===== src/inc/hie_map.vh =====
// Register map and bit positions of the interrupt event block
`ifndef HIE_MAP_VH
`define HIE_MAP_VH

// ****************************************
// Register offsets (byte addresses)
// ****************************************
`define HIE_ADDR_W 8
`define HIE_OFS_EVENT_SET 8'h00
`define HIE_OFS_EVENT_CLR 8'h04
`define HIE_OFS_MASK_SET 8'h08
`define HIE_OFS_MASK_CLR 8'h0c
`define HIE_OFS_ISO_OUT_EV 8'h10
`define HIE_OFS_ISO_OUT_MSK 8'h14
`define HIE_OFS_ISO_IN_EV 8'h18
`define HIE_OFS_ISO_IN_MSK 8'h1c
`define HIE_OFS_STATUS 8'h20

// ****************************************
// Event bit positions
// ****************************************
`define HIE_B_OUT_REQ 0
`define HIE_B_OUT_RSP 1
`define HIE_B_IN_REQ_DESC 2
`define HIE_B_IN_RSP_DESC 3
`define HIE_B_IN_REQ_PKT 4
`define HIE_B_IN_RSP_PKT 5
`define HIE_B_ISO_OUT 6
`define HIE_B_ISO_IN 7
`define HIE_B_DEFER_FAULT 8
`define HIE_B_TOPO_DONE 16
`define HIE_B_BUS_REINIT 17
`define HIE_B_PHY_IRQ 19
`define HIE_B_NEW_CYCLE 20
`define HIE_B_SIXTY_FOUR 21
`define HIE_B_MISSING_CS 22
`define HIE_B_COUNT_MISM 23
`define HIE_B_FATAL 24
`define HIE_B_OVERLONG 25
`define HIE_B_PHY_REG 26
`define HIE_B_GLOBAL_EN 31
`define HIE_B_SECONDS_7 7

// Latched event bits: 0-5, 8, 16, 17, 19-26
`define HIE_LATCH_MASK 32'h07fb013f
// Bits that exist in the mask register
`define HIE_MASK_BITS 32'h87fb01ff
// Event bits whose hardware set a fatal fault blocks (per-context normal events)
`define HIE_CTX_BITS 32'h0000003f

// ****************************************
// Timing
// ****************************************
`define HIE_CLK_MHZ 50
`define HIE_CYCLE_LIMIT_US 125

`endif

===== src/hdl/hie_cycle_watch.v =====
// Overlong cycle watchdog for cycle master operation
`timescale 1ns/10ps
`default_nettype none
`include "hie_map.vh"

module hie_cycle_watch #(
  parameter LIMIT_CYC = `HIE_CYCLE_LIMIT_US * `HIE_CLK_MHZ
) (
  input wire clk_in, // Controller clock
  input wire nrst_in, // Asynchronous reset, active low
  input wire master_in, // Cycle master enabled
  input wire cs_tx_start_in, // Cycle start transmission begins
  input wire subaction_gap_in, // Subaction gap ended
  output reg overlong_out // One-cycle overrun pulse
);

  reg [15:0] count;
  reg running;

  // ****************************************
  // Count from cycle start to gap end
  // ****************************************
  always @(posedge clk_in or negedge nrst_in) begin
    if (!nrst_in) begin
      count <= 16'h0000;
      running <= 1'b0;
      overlong_out <= 1'b0;
    end else begin
      overlong_out <= 1'b0;
      if (!master_in) begin
        running <= 1'b0;
      end else if (cs_tx_start_in) begin
        running <= 1'b1;
        count <= 16'h0000;
      end else if (running && subaction_gap_in) begin
        running <= 1'b0;
      end else if (running) begin
        if (count >= LIMIT_CYC[15:0]) begin
          overlong_out <= 1'b1;
          running <= 1'b0;
        end else begin
          count <= count + 16'h0001;
        end
      end
    end
  end

endmodule
`default_nettype wire


===== src/hdl/hie_edge_det.v =====
// Rising edge detector for a vector of event sources
`timescale 1ns/10ps
`default_nettype none

module hie_edge_det #(
  parameter WIDTH = 32
) (
  input wire clk_in, // Controller clock
  input wire nrst_in, // Asynchronous reset, active low
  input wire [WIDTH-1:0] level_in, // Source levels
  output wire [WIDTH-1:0] rise_out // One-cycle rising pulses
);

  reg [WIDTH-1:0] prev;

  // ****************************************
  // Previous level store
  // ****************************************
  always @(posedge clk_in or negedge nrst_in) begin
    if (!nrst_in) begin
      prev <= {WIDTH{1'b0}};
    end else begin
      prev <= level_in;
    end
  end

  // Pulse only on the asserting edge
  assign rise_out = level_in & ~prev;

endmodule
`default_nettype wire


===== src/hdl/hie_event_reg.v =====
// Primary interrupt event register with set and clear aliases
`timescale 1ns/10ps
`default_nettype none
`include "hie_map.vh"

// Contract
// - Event bits set on rising source edges
// - Set alias writes set bits written one
// - Clear alias writes clear bits written one
// - Set alias reads raw; clear alias masked
// - Event bits undefined after reset (cleared to zero here)
// - Bits 0,1: outbound request/response done
// - Bits 2,3: inbound descriptor completion
// - Bits 4,5: inbound packet placed
// - Bits 6,7: unlatched iso summaries
// - Bit 8: deferred write host fault
// - Bit 16: topology scan done
// - Bit 17: bus reinit entered
// - Bit 19: transceiver status interrupt
// - Bit 20: cycle count LSB toggle
// - Bit 21: seconds counter bit seven change
// - Bit 22: missing cycle start
// - Bit 23: received cycle count mismatch
// - Bit 24: fatal fault blocks context events
// - Bit 25 overlong cycle clears master
// - Bit 26: transceiver register byte ready
// - Flush outbound FIFOs while bit 17
// - Irq needs global enable and match
module hie_event_reg #(
  parameter ISO_OUT_N = 32,
  parameter ISO_IN_N = 32,
  parameter LIMIT_CYC = `HIE_CYCLE_LIMIT_US * `HIE_CLK_MHZ
) (
  input wire clk_in, // Controller clock
  input wire nrst_in, // Asynchronous reset, active low
  input wire soft_rst_in, // Soft reset
  input wire [`HIE_ADDR_W-1:0] addr_in, // Register address
  input wire [31:0] wdata_in, // Write data
  input wire wr_in, // Write strobe
  input wire rd_in, // Read strobe
  output reg [31:0] rdata_out, // Read data, cycle after strobe
  input wire out_request_done_in, // Outbound request command done
  input wire out_response_done_in, // Outbound response command done
  input wire in_request_desc_done_in, // Inbound request descr done
  input wire in_response_desc_done_in, // Inbound response descr done
  input wire in_request_packet_in, // Packet to inbound request buf
  input wire in_response_packet_in, // Packet to inbound response buf
  input wire deferred_write_fault_in, // Host fault on posted write
  input wire topology_scan_done_in, // Self-ident stream received
  input wire bus_reinit_in, // Transceiver in bus reset
  input wire phy_irq_in, // Transceiver status interrupt
  input wire cycle_count_lsb_in, // Cycle count low bit
  input wire seconds_bit7_in, // Cycle seconds bit seven
  input wire missing_cycle_start_in, // Missing cycle start detected
  input wire cycle_count_mismatch_in, // Received count differs
  input wire fatal_fault_in, // Subunit stopped by error
  input wire cs_tx_start_in, // Cycle start transmission begins
  input wire subaction_gap_in, // Subaction gap ended
  input wire transceiver_reg_byte_ready_in, // Transceiver reg byte
  input wire cycle_master_set_in, // Request cycle master enable
  output reg cycle_master_enable_out, // Cycle master enable
  output reg flush_outbound_out, // Flush outbound async FIFOs
  output reg irq_out // Processor interrupt request
);

  // ****************************************
  // Storage
  // ****************************************
  reg [31:0] interrupt_event;
  reg [31:0] interrupt_enable_mask;
  reg [ISO_OUT_N-1:0] iso_out_context_events;
  reg [ISO_OUT_N-1:0] iso_out_context_mask;
  reg [ISO_IN_N-1:0] iso_in_context_events;
  reg [ISO_IN_N-1:0] iso_in_context_mask;
  reg [31:0] next_event;
  reg [31:0] next_rdata;
  reg [31:0] src_level;
  wire [31:0] irq_cand;
  wire [31:0] status_view;
  wire [31:0] src_rise;
  wire overlong;
  wire iso_out_summary;
  wire iso_in_summary;
  wire [31:0] event_view;
  wire [31:0] hw_set;
  wire wr_ev_set;
  wire wr_ev_clr;

  // Address match helper used by every write decode
  function hit;
    input [`HIE_ADDR_W-1:0] a;
    input [`HIE_ADDR_W-1:0] ofs;
    begin
      hit = (a == ofs);
    end
  endfunction

  // ****************************************
  // Source vector, positioned as the event bits
  // ****************************************
  always @* begin
    src_level = 32'h00000000;
    src_level[`HIE_B_OUT_REQ] = out_request_done_in;
    src_level[`HIE_B_OUT_RSP] = out_response_done_in;
    src_level[`HIE_B_IN_REQ_DESC] = in_request_desc_done_in;
    src_level[`HIE_B_IN_RSP_DESC] = in_response_desc_done_in;
    src_level[`HIE_B_IN_REQ_PKT] = in_request_packet_in;
    src_level[`HIE_B_IN_RSP_PKT] = in_response_packet_in;
    src_level[`HIE_B_DEFER_FAULT] = deferred_write_fault_in;
    src_level[`HIE_B_TOPO_DONE] = topology_scan_done_in;
    src_level[`HIE_B_BUS_REINIT] = bus_reinit_in;
    src_level[`HIE_B_PHY_IRQ] = phy_irq_in;
    src_level[`HIE_B_MISSING_CS] = missing_cycle_start_in;
    src_level[`HIE_B_COUNT_MISM] = cycle_count_mismatch_in;
    src_level[`HIE_B_FATAL] = fatal_fault_in;
    src_level[`HIE_B_PHY_REG] = transceiver_reg_byte_ready_in;
  end

  // One edge detector covers every source except the two cycle timer bits
  hie_edge_det #(
    .WIDTH(32)
  ) u_edge (
    .clk_in(clk_in),
    .nrst_in(nrst_in),
    .level_in(src_level),
    .rise_out(src_rise)
  );

  // Watchdog for the cycle master time limit
  hie_cycle_watch #(
    .LIMIT_CYC(LIMIT_CYC)
  ) u_watch (
    .clk_in(clk_in),
    .nrst_in(nrst_in),
    .master_in(cycle_master_enable_out),
    .cs_tx_start_in(cs_tx_start_in),
    .subaction_gap_in(subaction_gap_in),
    .overlong_out(overlong)
  );

  // ****************************************
  // Cycle timer toggle detection
  // ****************************************
  // Last samples of the cycle timer bits
  reg lsb_prev;
  reg sec7_prev;
  wire new_cycle;
  wire sixty_four_second_tick;

  always @(posedge clk_in or negedge nrst_in) begin
    if (!nrst_in) begin
      lsb_prev <= 1'b0;
      sec7_prev <= 1'b0;
    end else begin
      lsb_prev <= cycle_count_lsb_in;
      sec7_prev <= seconds_bit7_in;
    end
  end

  assign new_cycle = cycle_count_lsb_in ^ lsb_prev;
  assign sixty_four_second_tick = seconds_bit7_in ^ sec7_prev;

  // ****************************************
  // Hardware set vector
  // ****************************************
  // Toggle events and the fatal hold-off
  reg [31:0] toggles;
  wire [31:0] ctx_block;
  always @* begin
    toggles = 32'h00000000;
    toggles[`HIE_B_NEW_CYCLE] = new_cycle;
    toggles[`HIE_B_SIXTY_FOUR] = sixty_four_second_tick;
    toggles[`HIE_B_OVERLONG] = overlong;
  end
  // Context events held off while the fatal fault event bit is set
  assign ctx_block = interrupt_event[`HIE_B_FATAL] ?
    `HIE_CTX_BITS : 32'h00000000;
  // Only latched positions may be set by hardware
  assign hw_set = ((src_rise & ~ctx_block) | toggles) &
    `HIE_LATCH_MASK;

  // ****************************************
  // Isochronous summaries, never latched
  // ****************************************
  assign iso_out_summary =
    |(iso_out_context_events & iso_out_context_mask);
  assign iso_in_summary =
    |(iso_in_context_events & iso_in_context_mask);
  // Read view merges latched and summary bits
  assign event_view = (interrupt_event & `HIE_LATCH_MASK) |
    ({31'h0, iso_out_summary} << `HIE_B_ISO_OUT) |
    ({31'h0, iso_in_summary} << `HIE_B_ISO_IN);

  // ****************************************
  // Write strobes of the two event aliases
  // ****************************************
  assign wr_ev_set = wr_in && hit(addr_in, `HIE_OFS_EVENT_SET);
  assign wr_ev_clr = wr_in && hit(addr_in, `HIE_OFS_EVENT_CLR);

  // ****************************************
  // Next event value: software, then hardware
  // ****************************************
  always @* begin
    next_event = interrupt_event;
    if (wr_ev_set) begin
      next_event = next_event | (wdata_in & `HIE_LATCH_MASK);
    end
    if (wr_ev_clr) begin
      next_event = next_event & ~wdata_in;
    end
    next_event = next_event | hw_set;
  end

  // Event bits: reset value chosen as zero, software must clear anyway
  always @(posedge clk_in or negedge nrst_in) begin
    if (!nrst_in) begin
      interrupt_event <= 32'h00000000;
    end else if (soft_rst_in) begin
      interrupt_event <= 32'h00000000;
    end else begin
      interrupt_event <= next_event & `HIE_LATCH_MASK;
    end
  end

  // ****************************************
  // Mask and isochronous registers
  // ****************************************
  always @(posedge clk_in or negedge nrst_in) begin
    if (!nrst_in) begin
      interrupt_enable_mask <= 32'h00000000;
      iso_out_context_events <= {ISO_OUT_N{1'b0}};
      iso_out_context_mask <= {ISO_OUT_N{1'b0}};
      iso_in_context_events <= {ISO_IN_N{1'b0}};
      iso_in_context_mask <= {ISO_IN_N{1'b0}};
    end else if (soft_rst_in) begin
      interrupt_enable_mask <= 32'h00000000;
    end else if (wr_in) begin
      if (hit(addr_in, `HIE_OFS_MASK_SET)) begin
        interrupt_enable_mask <= interrupt_enable_mask |
          (wdata_in & `HIE_MASK_BITS);
      end
      if (hit(addr_in, `HIE_OFS_MASK_CLR)) begin
        interrupt_enable_mask <= interrupt_enable_mask & ~wdata_in;
      end
      // Isochronous registers take plain writes
      if (hit(addr_in, `HIE_OFS_ISO_OUT_EV)) begin
        iso_out_context_events <= wdata_in[ISO_OUT_N-1:0];
      end
      if (hit(addr_in, `HIE_OFS_ISO_OUT_MSK)) begin
        iso_out_context_mask <= wdata_in[ISO_OUT_N-1:0];
      end
      if (hit(addr_in, `HIE_OFS_ISO_IN_EV)) begin
        iso_in_context_events <= wdata_in[ISO_IN_N-1:0];
      end
      if (hit(addr_in, `HIE_OFS_ISO_IN_MSK)) begin
        iso_in_context_mask <= wdata_in[ISO_IN_N-1:0];
      end
    end
  end

  // ****************************************
  // Cycle master enable
  // ****************************************
  always @(posedge clk_in or negedge nrst_in) begin
    if (!nrst_in) begin
      cycle_master_enable_out <= 1'b0;
    end else if (soft_rst_in || overlong) begin
      cycle_master_enable_out <= 1'b0;
    end else if (cycle_master_set_in) begin
      cycle_master_enable_out <= 1'b1;
    end
  end

  // ****************************************
  // Flush and interrupt outputs, registered
  // ****************************************
  // Flushing follows the bus reinit bit; soft reset ends it at once
  always @(posedge clk_in or negedge nrst_in) begin
    if (!nrst_in) begin
      flush_outbound_out <= 1'b0;
    end else if (soft_rst_in) begin
      flush_outbound_out <= 1'b0;
    end else begin
      flush_outbound_out <= next_event[`HIE_B_BUS_REINIT];
    end
  end

  // Request candidates leave out the global enable position
  assign irq_cand = event_view & interrupt_enable_mask &
    ~(32'h1 << `HIE_B_GLOBAL_EN);
  always @(posedge clk_in or negedge nrst_in) begin
    if (!nrst_in) begin
      irq_out <= 1'b0;
    end else begin
      irq_out <= interrupt_enable_mask[`HIE_B_GLOBAL_EN] &
        (|irq_cand);
    end
  end

  // ****************************************
  // Read mux
  // ****************************************
  // Status word: flush at bit 1, master enable at bit 0
  assign status_view = {30'h0, flush_outbound_out, cycle_master_enable_out};

  always @* begin
    next_rdata = 32'h00000000;
    case (addr_in)
      `HIE_OFS_EVENT_SET: next_rdata = event_view;
      `HIE_OFS_EVENT_CLR:
        next_rdata = event_view & interrupt_enable_mask;
      `HIE_OFS_MASK_SET: next_rdata = interrupt_enable_mask;
      `HIE_OFS_MASK_CLR: next_rdata = interrupt_enable_mask;
      `HIE_OFS_ISO_OUT_EV:
        next_rdata[ISO_OUT_N-1:0] = iso_out_context_events;
      `HIE_OFS_ISO_OUT_MSK:
        next_rdata[ISO_OUT_N-1:0] = iso_out_context_mask;
      `HIE_OFS_ISO_IN_EV:
        next_rdata[ISO_IN_N-1:0] = iso_in_context_events;
      `HIE_OFS_ISO_IN_MSK:
        next_rdata[ISO_IN_N-1:0] = iso_in_context_mask;
      `HIE_OFS_STATUS: next_rdata = status_view;
      default: next_rdata = 32'h00000000;
    endcase
  end

  // Read data valid only in the cycle after the strobe
  always @(posedge clk_in or negedge nrst_in) begin
    if (!nrst_in) begin
      rdata_out <= 32'h00000000;
    end else if (rd_in) begin
      rdata_out <= next_rdata;
    end else begin
      rdata_out <= 32'h00000000;
    end
  end

endmodule
`default_nettype wire


===== config.mk =====
export PLATFORM = sky130hd
export DESIGN_NAME = hie_event_reg
export DESIGN_NICKNAME = d
export VERILOG_FILES = /design/src/hdl/hie_cycle_watch.v /design/src/hdl/hie_edge_det.v /design/src/hdl/hie_event_reg.v
export VERILOG_INCLUDE_DIRS = /design/src /design/src/inc
export SDC_FILE = /design/constraint.sdc
export NUM_CORES = 1
export LEC_CHECK = 0
export BUFFER_PORTS_ARGS = -buffer_cell sky130_fd_sc_hd__buf_4
export CAP_MARGIN = 20
export CORE_MARGIN = 10
export CORE_UTILIZATION = 60
export CTS_BUF_LIST = sky130_fd_sc_hd__clkbuf_2 sky130_fd_sc_hd__clkbuf_4 sky130_fd_sc_hd__clkbuf_8
export DETAILED_ROUTE_END_ITERATION = 10
export PLACE_DENSITY = 0.79
export REMOVE_ABC_BUFFERS = 1
export SYNTH_ARGS = -nofsm -noshare
export SYNTH_HDL_FRONTEND = slang
export SYNTH_SLANG_ARGS = --single-unit

===== constraint.sdc =====
create_clock -name clk_in -period 1.9 [get_ports clk_in]
set_input_delay 0.38 -clock clk_in [delete_from_list [all_inputs] [get_ports clk_in]]
set_output_delay 0.38 -clock clk_in [all_outputs]
set_load 0.01 [all_outputs]

# After elaboration in Yosys (flattened, before gate mapping)
# Cells that the tools add are included.
[totals]
inputBits = 64
register_bits = 256
output_inout_bits = 35
elab_cells = 94
[op_classes]
eq_ne = 10
n_reduce_logical = 19
addsub = 1
order_cmp = 1
bitwise_logic = 20
n_mux = 27
[ops]
columns = ["op", "n"]
rows = [
  ["$pmux W32 S8", 1],
  ["$mux W32", 5],
  ["$and A32 B32 Y32", 3],
  ["$and A27 B27 Y27", 3],
  ["$mux W27", 3],
  ["$mux W16", 4],
  ["$reduce_or A32 Y1", 2],
  ["$or A27 B27 Y27", 2],
  ["$and A27 B32 Y32", 1],
  ["$eq A8 B5 Y1 const B", 4],
  ["$not A32 Y32", 1],
  ["$or A32 B32 Y32", 1],
  ["$reduce_or A31 Y1", 1],
  ["$not A27 Y27", 1],
  ["$not A6 Y27", 1],
  ["$or A27 B26 Y27", 1],
  ["$or A27 B7 Y27", 1],
  ["$or A27 B8 Y27", 1],
  ["$add A16 B1 Y16 const B", 1],
  ["$eq A8 B4 Y1 const B", 2],
  ["$ge A16 B13 Y1 const B", 1],
  ["$mux W1", 13],
  ["$reduce_and A3 Y1", 4],
  ["$eq A8 B3 Y1 const B", 1],
  ["14 further kinds", 20],
]

# Logic depth before layout (Yosys ltp)
# Gate-level depths: netlist of the first run.
[depth]
depth_word = 7
mapped_depth = 9
mapped_depth_nobuf = 7

# Cells and area by module
# From an unflattened synthesis of the first run, not the netlist that was laid out.
[hier_totals]
cells_unflattened = 964
area_unflattened_um2 = 11940.2
[modules_own_cells]
columns = ["module", "seq_area_each_um2", "instances", "cells_each", "area_per_inst_um2"]
rows = [
  ["hie_event_reg", 5330.1, 1, 803, 9725.6],
  ["hie_edge_det", 800.8, 1, 64, 1241.2],
  ["hie_cycle_watch", 450.4, 1, 97, 973.4],
]

# Worst setup path before layout of the first run
# OpenSTA, ideal clock, no wires.
[synth_timing]
path_kind = "input to register"
startpoint = "input addr_in[5]"
endpoint = "register iso_in_context_events[10]"
slack_ps = -252
arrival_ps = 2027
stages = 8
n_path_buf = 3
required_ps = 1775
setup_ps = 125
path_cell_list = "buf_2 or4b_4 nor2_4 and3_1 buf_4 nand2_4 buf_6 mux2_4"
[synth_between]
elab_chain_cells = 2
[synth_lines]
columns = ["item", "line_no", "source"]
rows = [
  ["from (decl)", "hie_event_reg.v:37", "input wire [`HIE_ADDR_W-1:0] addr_in,"],
  ["$eq A8 B5 Y1", "hie_event_reg.v:94", "hit = (a == ofs);"],
  ["$reduce_and A3 Y1 (no source line)", "--", ""],
  ["to (signal assigned)", "hie_event_reg.v:233", "iso_in_context_events <= {ISO_IN_N{1'b0}};"],
  ["to (signal assigned)", "hie_event_reg.v:253", "iso_in_context_events <= wdata_in[ISO_IN_N-1:0];"],
  ["to (decl)", "hie_event_reg.v:73", "reg [ISO_IN_N-1:0] iso_in_context_events;"],
]
# Every way passes these cells.
# A chain may end at the register's enable or synchronous reset.

# Final worst setup path of the first run
[layout_timing]
startpoint = "register u_watch.count[7]"
endpoint = "register u_watch.count[9]"
[layout_between]
elab_chain_cells = 5
word_cells_on_any_way = 8
cone_classes = "1 x add/sub; 1 x order compare; 1 x eq/ne; 4 x mux; 1 x reduce/logical"
[layout_lines]
columns = ["item", "line_no", "source"]
rows = [
  ["from (decl)", "hie_cycle_watch.v:17", "reg [15:0] count;"],
  ["from (signal assigned)", "hie_cycle_watch.v:42", "count <= count + 16'h0001;"],
  ["$add A16 B1 Y16", "hie_cycle_watch.v:42", ""],
  ["$mux W16", "hie_cycle_watch.v:38", "if (count >= LIMIT_CYC[15:0]) begin"],
  ["$mux W16", "hie_cycle_watch.v:37", "end else if (running) begin"],
  ["$mux W16", "hie_cycle_watch.v:35", "end else if (running && subaction_gap_in) begin"],
  ["$mux W16", "hie_cycle_watch.v:32", "end else if (cs_tx_start_in) begin"],
]
# Several ways; a longest one is shown, not always the timed one. The select of a mux whose other input is x is not followed.

==> qor.yml, run 1 <==
layout:
  area_taken_by_multi_input_logic_gates_sq_um: 4810
  syn2layout_area_growth_pct: 24.4
  insertedDiodeCount: 0
  register_area_sq_um: 6130
  fillCellCount: 1159
  layout_cells_sized_above_1_pct: 36.8
  layout.nets: 1165
timing:
  maxSlewHeadroom_pct: 57.3
  clock-skew-final_ns: 0.0183
  final_max_slew_viol_count: 0
  hold_viol_final: 0
  postLayoutSetupSlackWorst_ns: 0.0102
  worst_slew_pin_slew_ns: 0.640
  report.final.setup_viol: 0
  fmax_mhz: 529
  timing.final.crit_period_ns: 1.89
  layout_worst_path_cycle_share_pct: 99.5
yosys:
  syn-mean-instance-area_sq_um: 12.2
  yosysUniqueCellTypes: 55
  count_of_synthesis_stage_warnings_from_yosys: 0
  synth.cells.most_frequent: "sky130_fd_sc_hd__dfrtp_1, sky130_fd_sc_hd__mux2_2, sky130_fd_sc_hd__a21oi_1"
  ys_seq_area_share_pct: 55.1
  ys_async_sr_fraction_pct: 100
  ffs_latches_synth: 245
  synth_top_cell_by_area: "sky130_fd_sc_hd__dfrtp_1"
  synth_flop_cell: "sky130_fd_sc_hd__dfrtp_1"
  netlist_area_sq_um: 11100
  post_synth_edffs: 0
  postSynthCellCount: 910
  synth_top_area_share_pct: 55.1
  yosysMostFrequentCell: "sky130_fd_sc_hd__dfrtp_1"
  synth.top_cells.by_area: "sky130_fd_sc_hd__dfrtp_1, sky130_fd_sc_hd__mux2_2, sky130_fd_sc_hd__a22oi_1"
global_routing:
  gr-usage-met1_pct: 34.9
  gr-total-overflow: 0
  grt-busiest-layer: "met2"
  first_pass_grt_wire_length_mm: 51.2
  number_of_antenna_violations_at_the_first_check_in_global_routing: 0
  grtUsageTotal_pct: 26.8
  grtUsageMet2_pct: 43.6
  grt_pass1_vias: 9072
  grt_util_met3_pct: 5.24
  maximum_number_of_pins_on_one_net_before_global_route_repair: 61
routing:
  final_antenna_net_count: 0
  wl_mm: 32.6
  drt-initial-drc-count: 917
  wl_per_cell_um: 24.1
  detail_route.first_pass.iterations: 6
  num_vias: 8799
  post_drt_via_cell_ratio: 6.50
  route.detailed.drc: 0
hold_path:
  timing.hold.worst_path_depth: 2
  hold_path_end: "u_watch.overlong_out"
  hold_path_class: "input port to register"
  hold_start: "subaction_gap_in"
power_and_ir_drop:
  total_power_mw: 10.8
  static-leakage-power_nw: 6.81
  power.ir.vdd_worst_v: 0.000609
  powerDensity_nw_per_um2: 782
run:
  max_cap_violations: 0
clocking:
  max-clock-path-buffers: 3
  cts_tree: "yes"
  cts.root.buffer_cell: "sky130_fd_sc_hd__clkbuf_8"
  htree_num_levels: 2
  worst_skew_pair.late_latency_ns: 0.54
  cts_inserted_buffers: 40
  numClockSinks: 245
  clkSlewWorstSetupHoldPaths_ns: 0.06
critical_path:
  ff2ff_path_depth: 6
  reg2reg_setup_slack_ns: 0.01
  setup.worst_path.start_class: "register"
  timing.setup.critical_path_class: "register to register"
  critical_path_required_ns: 2.30
  arrival_time_of_the_worst_setup_path_ns: 2.29
  r2r-end: "u_watch.count[9]"
  critPathMaxFanout: 10
  timing.rr.start: "u_watch.count[7]"
  crit_path_end_kind: "register"
floorplan:
  row_count: 49
  floorplan.die.width_um: 156
  core-area_sq_um: 18100
  num_io_pins: 99
  die_y_um: 156
  floorplan.initialDensity_pct: 61.5
  die_area_sq_um: 24400
outcome:
  run_status: "completed"
placement:
  place_hpwl_mm: 21.7
  numPortBuffers: 98
  dpl_worst_slack_ns: -0.266
  globalplace.congestion: 0.898
final cells by class:
cell class / count / share of cell area (%)
sequential: 245 / 44.3
multi-input combinational: 603 / 34.7
timing repair buffer: 204 / 13.0
clock buffer: 62 / 5.58
tap: 229 / 2.07
clock inverter: 5 / 0.181
inverter: 5 / 0.136
critical path, cell delays in order, from the launching register on:
cell and delay [ns]:
sky130_fd_sc_hd__dfrtp_1 0.41, sky130_fd_sc_hd__nor4_2 0.30, sky130_fd_sc_hd__o311ai_1 0.19, sky130_fd_sc_hd__and4_1 0.27
sky130_fd_sc_hd__buf_4 0.20, sky130_fd_sc_hd__o31ai_2 0.27, sky130_fd_sc_hd__o41ai_2 0.11
state kept, by name, indices dropped and copies added (netlist names), 14 cells and up:
signal / flops
u_watch.count: 16
iso_in_context_events: 32
iso_in_context_mask: 32
iso_out_context_events: 32
rdata_out: 32
iso_out_context_mask: 32
interrupt_event: 17
interrupt_enable_mask: 32
u_edge.prev: 14
power by group:
group	internal, mW	total [mW]	switching (mW)
Clock	2.57	4.62	2.05
Sequential	5.34	5.45	0.110
Combinational	0.344	0.764	0.420
Total	8.25	10.8	2.58
through the flow:
| step | setup TNS, ns | std cells | utilization [%] | hold slack (ns) | area (sq um) |
|---|---|---|---|---|---|
| 6_report | 0 | 1353 | 76.6 | 0.0380 | 13800 |
| 5_1_grt | -0.313 | 1353 | 76.6 | 0.0266 | 13800 |
| 4_1_cts | 0 | 1352 | 76.0 | 0.0177 | 13800 |
| 3_5_place_dp | -38.26 | 1268 | 70.7 | 0.349 | 12800 |
| 3_3_place_gp | -33.18 | 1268 | 70.7 | 0.355 | 12800 |
| 2_1_floorplan | -127.87 | 853 | - | 0.0844 | 10900 |
how the worst max path moves through the flow:
stage                           startpoint                  endpoint  cells after the start
after floorplan                 addr_in[1]   iso_out_context_mask[0]                      4
after global placement          addr_in[1]  iso_out_context_mask[27]                      7
after detailed placement        addr_in[1]             rdata_out[29]                      8
after CTS                 u_watch.count[1]          u_watch.count[8]                      7
after global routing      u_watch.count[1]         u_watch.count[10]                      7
final                     u_watch.count[7]          u_watch.count[9]                      6
timing repair:
item / 4_1_cts / 5_1_grt
resized for setup: 0 / 16
endpoints found under the hold margin: 70 / 0
hold buffers: 17 / 0
setup buffers: 0 / 1
setup endpoints to repair: 0 / 13
per-layer routing:
| metal | vias up | routed length [um] |
|---|---|---|
| met5 | - | 0 |
| met3 | 79 | 2820 |
| met4 | 0 | 1110 |
| met2 | 495 | 15900 |
| li1 | 3817 | - |
| met1 | 4408 | 12700 |
placed cells by master (no fill, tap or decap), types with 5 or more instances in the layout:
cell and instances:
sky130_fd_sc_hd__dfrtp_1 245, sky130_fd_sc_hd__buf_4 168, sky130_fd_sc_hd__mux2_2 99, sky130_fd_sc_hd__a21oi_1 78
sky130_fd_sc_hd__a22oi_1 62, sky130_fd_sc_hd__clkbuf_8 49, sky130_fd_sc_hd__nand2_1 48, sky130_fd_sc_hd__nor2_1 46
sky130_fd_sc_hd__mux2_4 30, sky130_fd_sc_hd__mux2i_1 29, sky130_fd_sc_hd__a21o_1 26, sky130_fd_sc_hd__a222oi_1 23
sky130_fd_sc_hd__nand2b_1 23, sky130_fd_sc_hd__nand3_1 18, sky130_fd_sc_hd__buf_12 18, sky130_fd_sc_hd__dlygate4sd3_1 17
sky130_fd_sc_hd__clkbuf_4 13, sky130_fd_sc_hd__o21ai_0 11, sky130_fd_sc_hd__nand4_1 10, sky130_fd_sc_hd__and3_1 8
sky130_fd_sc_hd__o2111ai_1 8, sky130_fd_sc_hd__a31oi_1 8, sky130_fd_sc_hd__mux4_2 6, sky130_fd_sc_hd__o31ai_1 6
sky130_fd_sc_hd__o31ai_2 6, sky130_fd_sc_hd__inv_1 5, sky130_fd_sc_hd__nor4_1 5, sky130_fd_sc_hd__and2_1 5
sky130_fd_sc_hd__clkinv_2 5
logic make-up (layout without fill, tap and decap cells):
family | Yosys count | in the layout | synth area share (%)
compound gates | 244 | 244 | 15.1
xor+xnor | 2 | 2 | 0.157
fa+ha+maj | 2 | 2 | 0.225
buf+inv | 62 | 276 | 2.60
flops | 245 | 245 | 55.1
mux | 168 | 168 | 18.3
simple gates | 187 | 187 | 8.53
(Power assumes the default switching activity.)
==> run 2: changes to the inputs <==
--- a/config.mk
+++ b/config.mk
@@ -8,11 +8,13 @@
 export LEC_CHECK = 0
 export BUFFER_PORTS_ARGS = -buffer_cell sky130_fd_sc_hd__buf_4
 export CAP_MARGIN = 20
+export CELL_PAD_IN_SITES_DETAIL_PLACEMENT = 1
+export CELL_PAD_IN_SITES_GLOBAL_PLACEMENT = 1
 export CORE_MARGIN = 10
-export CORE_UTILIZATION = 60
+export CORE_UTILIZATION = 50
 export CTS_BUF_LIST = sky130_fd_sc_hd__clkbuf_2 sky130_fd_sc_hd__clkbuf_4 sky130_fd_sc_hd__clkbuf_8
 export DETAILED_ROUTE_END_ITERATION = 10
-export PLACE_DENSITY = 0.79
+export PLACE_DENSITY = 0.81
 export REMOVE_ABC_BUFFERS = 1
 export SYNTH_ARGS = -nofsm -noshare
 export SYNTH_HDL_FRONTEND = slang
==> qor.yml, run 2 (synthesis gave the netlist of run 1 again) <==
outcome:
  run_status: "finished with violations"
  failing_checks: "negative setup slack"
floorplan:
  core-area_sq_um: 21900  # +21%
  floorplan.die.width_um: 169  # +8.3%
  die_area_sq_um: 28600  # +17%
  floorplan.initialDensity_pct: 50.9  # -11 points
  die_y_um: 169  # +8.3%
  row_count: 54  # +10%
  num_io_pins: 99  # unchanged
routing:
  route.detailed.drc: 0  # unchanged
  post_drt_via_cell_ratio: 6.76  # +4.0%
  wl_mm: 43.9  # +35%
  num_vias: 9616  # +9.3%
  final_antenna_net_count: 0  # unchanged
  wl_per_cell_um: 30.9  # +28%
  drt-initial-drc-count: 947  # +3.3%
  detail_route.first_pass.iterations: 6  # unchanged
timing:
  maxSlewHeadroom_pct: 60.1  # +2.8 points
  report.final.setup_viol: 1  # +1
  final_max_slew_viol_count: 0  # unchanged
  worst_hold_slack_ns: 0.0382  # +0.000193 ns
  postLayoutSetupSlackWorst_ns: -0.129  # -0.140 ns
  worst_slew_pin_slew_ns: 0.592  # -0.0473 ns
  hold_viol_final: 0  # unchanged
  fmax_mhz: 493  # -6.9%
  clock-skew-final_ns: 0.0256  # +0.00733 ns
  rsz0062_at_grt: "true"
  final.setup.tns_ns: -0.129  # -0.129 ns
  layout_worst_path_cycle_share_pct: 107  # +7.3 points
  timing.final.crit_period_ns: 2.03  # +0.140 ns
critical_path:
  critPathMaxFanout: 4  # -6
  top_cell_by_count_worst_path: "sky130_fd_sc_hd__buf_4"
  timing.setup.critical_path_class: "register to register"
  path_cells: "buf_4 -> buf_4 -> nand3_1 -> nor4_1 -> nor2_1 -> o31ai_2 -> o41ai_2"
  setup.worst_path.start_class: "register"
  critPathTopFamily: "simple AND/OR/NAND/NOR gates"
  crit_buf_inv: 2  # +1
  critical_path.slowest_cell: "sky130_fd_sc_hd__nor4_1"
  arrival_time_of_the_worst_setup_path_ns: 2.43  # +0.14 ns
  critical_path_required_ns: 2.31  # about the same
  critical_path.startpoint: "u_watch.count[1]"
  crit_path_end_kind: "register"
  timing.rr.start: "u_watch.count[1]"
  cpPeakStageDelay_ns: 0.59  # +0.18 ns
global_routing:
  gr-total-overflow: 0  # unchanged
  grt_pass1_vias: 10700  # +18%
  first_pass_grt_wire_length_mm: 67.0  # +31%
  maximum_number_of_pins_on_one_net_before_global_route_repair: 51  # -16%
  grtUsageTotal_pct: 30.0  # +3.3 points
  number_of_antenna_violations_at_the_first_check_in_global_routing: 2  # +2
clocking:
  max-clock-path-buffers: 3  # unchanged
  cts_inserted_buffers: 42  # +5.0%
  htree_num_levels: 2  # unchanged
  worst_skew_pair.late_latency_ns: 0.55  # about the same
  cts.root.buffer_cell: "sky130_fd_sc_hd__clkbuf_8"
  cts_tree: "yes"
  clkSlewWorstSetupHoldPaths_ns: 0.06  # about the same
  numClockSinks: 245  # unchanged
layout:
  layout_commonest_cell: "sky130_fd_sc_hd__dfrtp_1"
  most-common-layout-cells: "sky130_fd_sc_hd__dfrtp_1, sky130_fd_sc_hd__buf_4, sky130_fd_sc_hd__mux2_2"
  layout_cells_sized_above_1_pct: 38.4  # +1.6 points
  fillCellCount: 2187  # +89%
  syn2layout_area_growth_pct: 27.2
  layout.nets: 1176  # +0.94%
placement:
  place_hpwl_mm: 25.8  # +19%
  numPortBuffers: 98  # unchanged
  dpl_worst_slack_ns: -0.378  # -0.112 ns
  globalplace.congestion: 0.876  # -2.5%
hold_path:
  hold_path_class: "input port to register"
  hold_start: "wdata_in[14]"
power_and_ir_drop:
  powerDensity_nw_per_um2: 821  # +4.9%
  static-leakage-power_nw: 6.92  # +1.6%
  total_power_mw: 11.6  # +7.2%
  power.ir.vdd_worst_v: 0.000509  # -16%
run:
  max_cap_violations: 0  # unchanged
[run 2: per-layer routing]
metal	up-vias	GRT usage, %	share of wire, %	wire (um)
met2	632	49.6	49	21400
met3	216	7.78	8.8	3870
met4	0	17.3	6.0	2650
met5	-	0	0	0
met1	4929	34.8	36	16000
li1	3839	-	-	-
[run 2: path summary, 6_finish.rpt]
check | to | slack, ns | depth (start not counted)
min reg2reg | cycle_master_enable_out | 0.46 | 1
max in group asynchronous | u_watch.count[7] | 0.82 | 3
max | u_watch.count[9] | -0.13 | 7
max reg2reg | u_watch.count[9] | -0.13 | 7
min | interrupt_enable_mask[14] | 0.04 | 2
min in group asynchronous | iso_in_context_events[9] | 0.34 | 2
[run 2: layout make-up]
cell class | count | area, sq um | share of cell area [%]
inverters | 5 | 18.8 | 0.133
well taps | 280 | 350 | 2.47
flip-flops and latches | 245 | 6130 | 43.3
multi-input cells | 603 | 4860 | 34.3
clock buffers | 66 | 833 | 5.89
diodes | 1 | 2.50 | 0.0177
repair buffers | 213 | 1890 | 13.3
clock inverters | 9 | 72.6 | 0.513
[run 2: stage by stage]
stage,cells,util [%],instance area [sq um]
after floorplan,853,-,10900
after global placement,1327,59.0,12900
after detailed placement,1327,59.0,12900
after CTS,1420,64.1,14000
after global routing,1422,64.7,14200
final,1422,64.7,14200
[run 2: worst register-to-register path, stage by stage (launching register included)]
cell	delay [ns]
sky130_fd_sc_hd__dfrtp_1	0.36
sky130_fd_sc_hd__buf_4	0.12
sky130_fd_sc_hd__buf_4	0.12
sky130_fd_sc_hd__nand3_1	0.19
sky130_fd_sc_hd__nor4_1	0.60
sky130_fd_sc_hd__nor2_1	0.13
sky130_fd_sc_hd__o31ai_2	0.26
sky130_fd_sc_hd__o41ai_2	0.13
[run 2: repair_timing]
action                     CTS  global route
setup endpoints to repair   11            15
resized for setup            6            22
hold endpoints to repair    58             0
pin swaps                    2             3
buffers inserted             0             1
hold buffers                18             0
[run 2: power by group]
part,switching (mW),internal [mW],leakage (nW)
logic,0.492,0.361,3.08
registers,0.128,5.34,3.36
clock network,2.37,2.93,0.485
==> run 3: changes to the inputs <==
--- a/config.mk
+++ b/config.mk
@@ -11,10 +11,9 @@
 export CELL_PAD_IN_SITES_DETAIL_PLACEMENT = 1
 export CELL_PAD_IN_SITES_GLOBAL_PLACEMENT = 1
 export CORE_MARGIN = 10
-export CORE_UTILIZATION = 50
-export CTS_BUF_LIST = sky130_fd_sc_hd__clkbuf_2 sky130_fd_sc_hd__clkbuf_4 sky130_fd_sc_hd__clkbuf_8
+export CORE_UTILIZATION = 49
 export DETAILED_ROUTE_END_ITERATION = 10
-export PLACE_DENSITY = 0.81
+export PLACE_DENSITY = 0.79
 export REMOVE_ABC_BUFFERS = 1
 export SYNTH_ARGS = -nofsm -noshare
 export SYNTH_HDL_FRONTEND = slang
==> qor.yml, run 3 (synthesis gave the netlist of run 1 again) <==
outcome:
  run_status: "completed"
timing:
  worst_slew_pin_slew_ns: 0.627  # +0.0350 ns
  maxSlewHeadroom_pct: 58.2  # -2.0 points
  hold_viol_final: 0  # unchanged
  worst_hold_slack_ns: 0.0203  # -0.0179 ns
  rsz0062_at_grt: "true"
  report.final.setup_viol: 0  # -1
  layout_worst_path_cycle_share_pct: 97.3  # -9.5 points
  timing.final.crit_period_ns: 1.85  # -0.181 ns
  final_max_slew_viol_count: 0  # unchanged
  clock-skew-final_ns: 0.0178  # -0.00781 ns
  final.setup.tns_ns: 0  # +0.129 ns
  fmax_mhz: 541  # +9.8%
power_and_ir_drop:
  static-leakage-power_nw: 6.80  # -1.8%
  power.ir.vdd_worst_v: 0.000535  # +5.1%
  total_power_mw: 11.5  # -1.2%
  powerDensity_nw_per_um2: 824  # +0.41%
clocking:
  cts.root.buffer_cell: "sky130_fd_sc_hd__clkbuf_16"
  numClockSinks: 245  # unchanged
  cts_inserted_buffers: 27  # -36%
  max-clock-path-buffers: 3  # unchanged
  clkSlewWorstSetupHoldPaths_ns: 0.06  # about the same
  cts_tree: "yes"
  worst_skew_pair.late_latency_ns: 0.55  # about the same
  htree_num_levels: 1  # -1
hold_path:
  hold_path_class: "input port to register"
layout:
  syn2layout_area_growth_pct: 25.1
  layout_cells_sized_above_1_pct: 34.7  # -3.6 points
  layout_commonest_cell: "sky130_fd_sc_hd__dfrtp_1"
  most-common-layout-cells: "sky130_fd_sc_hd__dfrtp_1, sky130_fd_sc_hd__buf_4, sky130_fd_sc_hd__mux2_2"
  layout.nets: 1155  # -1.8%
  final_core_utilization_pct: 61.9  # -2.8 points
  instances_no_fill: 1393  # -2.0%
  insertedDiodeCount: 0  # -1
routing:
  route.detailed.drc: 0  # unchanged
  drt-initial-drc-count: 841  # -11%
  wl_mm: 39.2  # -11%
  final_antenna_net_count: 0  # unchanged
  post_drt_via_cell_ratio: 6.41  # -5.1%
  detail_route.first_pass.iterations: 10  # +4
  wl_per_cell_um: 28.2  # -8.8%
  num_vias: 8936  # -7.1%
critical_path:
  setup.worst_path.start_class: "register"
  timing.setup.critical_path_class: "register to register"
  crit_path_end_kind: "register"
  critical_path_required_ns: 2.30  # about the same
  critPathMaxFanout: 6  # +2
  arrival_time_of_the_worst_setup_path_ns: 2.25  # -0.18 ns
global_routing:
  grtUsageTotal_pct: 26.9  # -3.1 points
  gr-total-overflow: 0  # unchanged
  number_of_antenna_violations_at_the_first_check_in_global_routing: 0  # -2
  maximum_number_of_pins_on_one_net_before_global_route_repair: 57  # +12%
  first_pass_grt_wire_length_mm: 60.5  # -9.8%
  grt_pass1_vias: 9851  # -8.2%
placement:
  cell_total_after_placement: 1328  # +0.075%
  globalplace.congestion: 0.834  # -4.7%
  place_hpwl_mm: 25.7  # -0.22%
  numPortBuffers: 98  # unchanged
run:
  max_cap_violations: 0  # unchanged
floorplan:
  core-area_sq_um: 22500  # +2.8%
  die_y_um: 171  # +0.90%
  die_area_sq_um: 29100  # +1.8%
  num_io_pins: 99  # unchanged
  floorplan.initialDensity_pct: 49.5  # -1.4 points
  row_count: 55  # +1.9%
  floorplan.die.width_um: 171  # +0.90%
[run 3: cell count changes in the layout (fill, tap and decap cells not counted), sizes merged]
cell / delta
inv: +1
clkinvlp: +1
clkinv: -5
buf: -5
dlygate4sd3: -1
bufinv: -1
clkbuf: -23
diode: -1
[run 3: repair_timing]
item / 4_1_cts / 5_1_grt
pin swaps: 1 / 2
buffers inserted: 0 / 0
hold buffers: 17 / 0
setup endpoints to repair: 2 / 13
hold endpoints to repair: 45 / 0
resized for setup: 0 / 7
[run 3: final timing paths]
path | from | to | slack [ns] | cells after the start
max | u_watch.count[7] | u_watch.count[10] | 0.05 | 6
min in group asynchronous | nrst_in | rdata_out[18] | 0.31 | 2
max in group asynchronous | nrst_in | interrupt_enable_mask[2] | 0.87 | 3
min | subaction_gap_in | u_watch.overlong_out | 0.02 | 2
max reg2reg | u_watch.count[7] | u_watch.count[10] | 0.05 | 6
min reg2reg | u_watch.overlong_out | cycle_master_enable_out | 0.44 | 1
[run 3: routing by layer]
metal | up-vias | part of all wire (%) | global-route usage, %
li1 | 3782 | - | -
met2 | 401 | 50 | 46.3
met1 | 4629 | 38 | 31.7
met5 | - | 0 | 0
met4 | 0 | 4.7 | 12.4
met3 | 124 | 7.4 | 5.65
[run 3: cell type report]
cell class	instances	area, sq um
clock buffer	43	846
clock inverter	5	33.8
fill	2266	8580
inverter	5	18.8
multi-input combinational	603	4750
sequential	245	6130
tap	285	357
timing repair buffer	207	1790
[run 3: worst max-delay path: stages, from the launching register on]
cell and delay, ns:
sky130_fd_sc_hd__dfrtp_2 0.44, sky130_fd_sc_hd__nor4_2 0.27, sky130_fd_sc_hd__o311ai_1 0.17, sky130_fd_sc_hd__and4_1 0.22
sky130_fd_sc_hd__buf_4 0.16, sky130_fd_sc_hd__o31ai_1 0.31, sky130_fd_sc_hd__o21ai_0 0.14
[run 3: where the power goes]
group | internal (mW) | switching (mW) | total (mW)
logic | 0.355 | 0.449 | 0.805
registers | 5.34 | 0.118 | 5.46
clock network | 3.03 | 2.18 | 5.21
[run 3: through the flow]
stage          instance area [sq um]  setup slack, ns
5_1_grt                        13900          -0.0793
3_3_place_gp                   12800           -0.301
2_1_floorplan                  10900           -0.892
3_5_place_dp                   12800           -0.360
6_report                       13900           0.0512
4_1_cts                        13900          0.00520
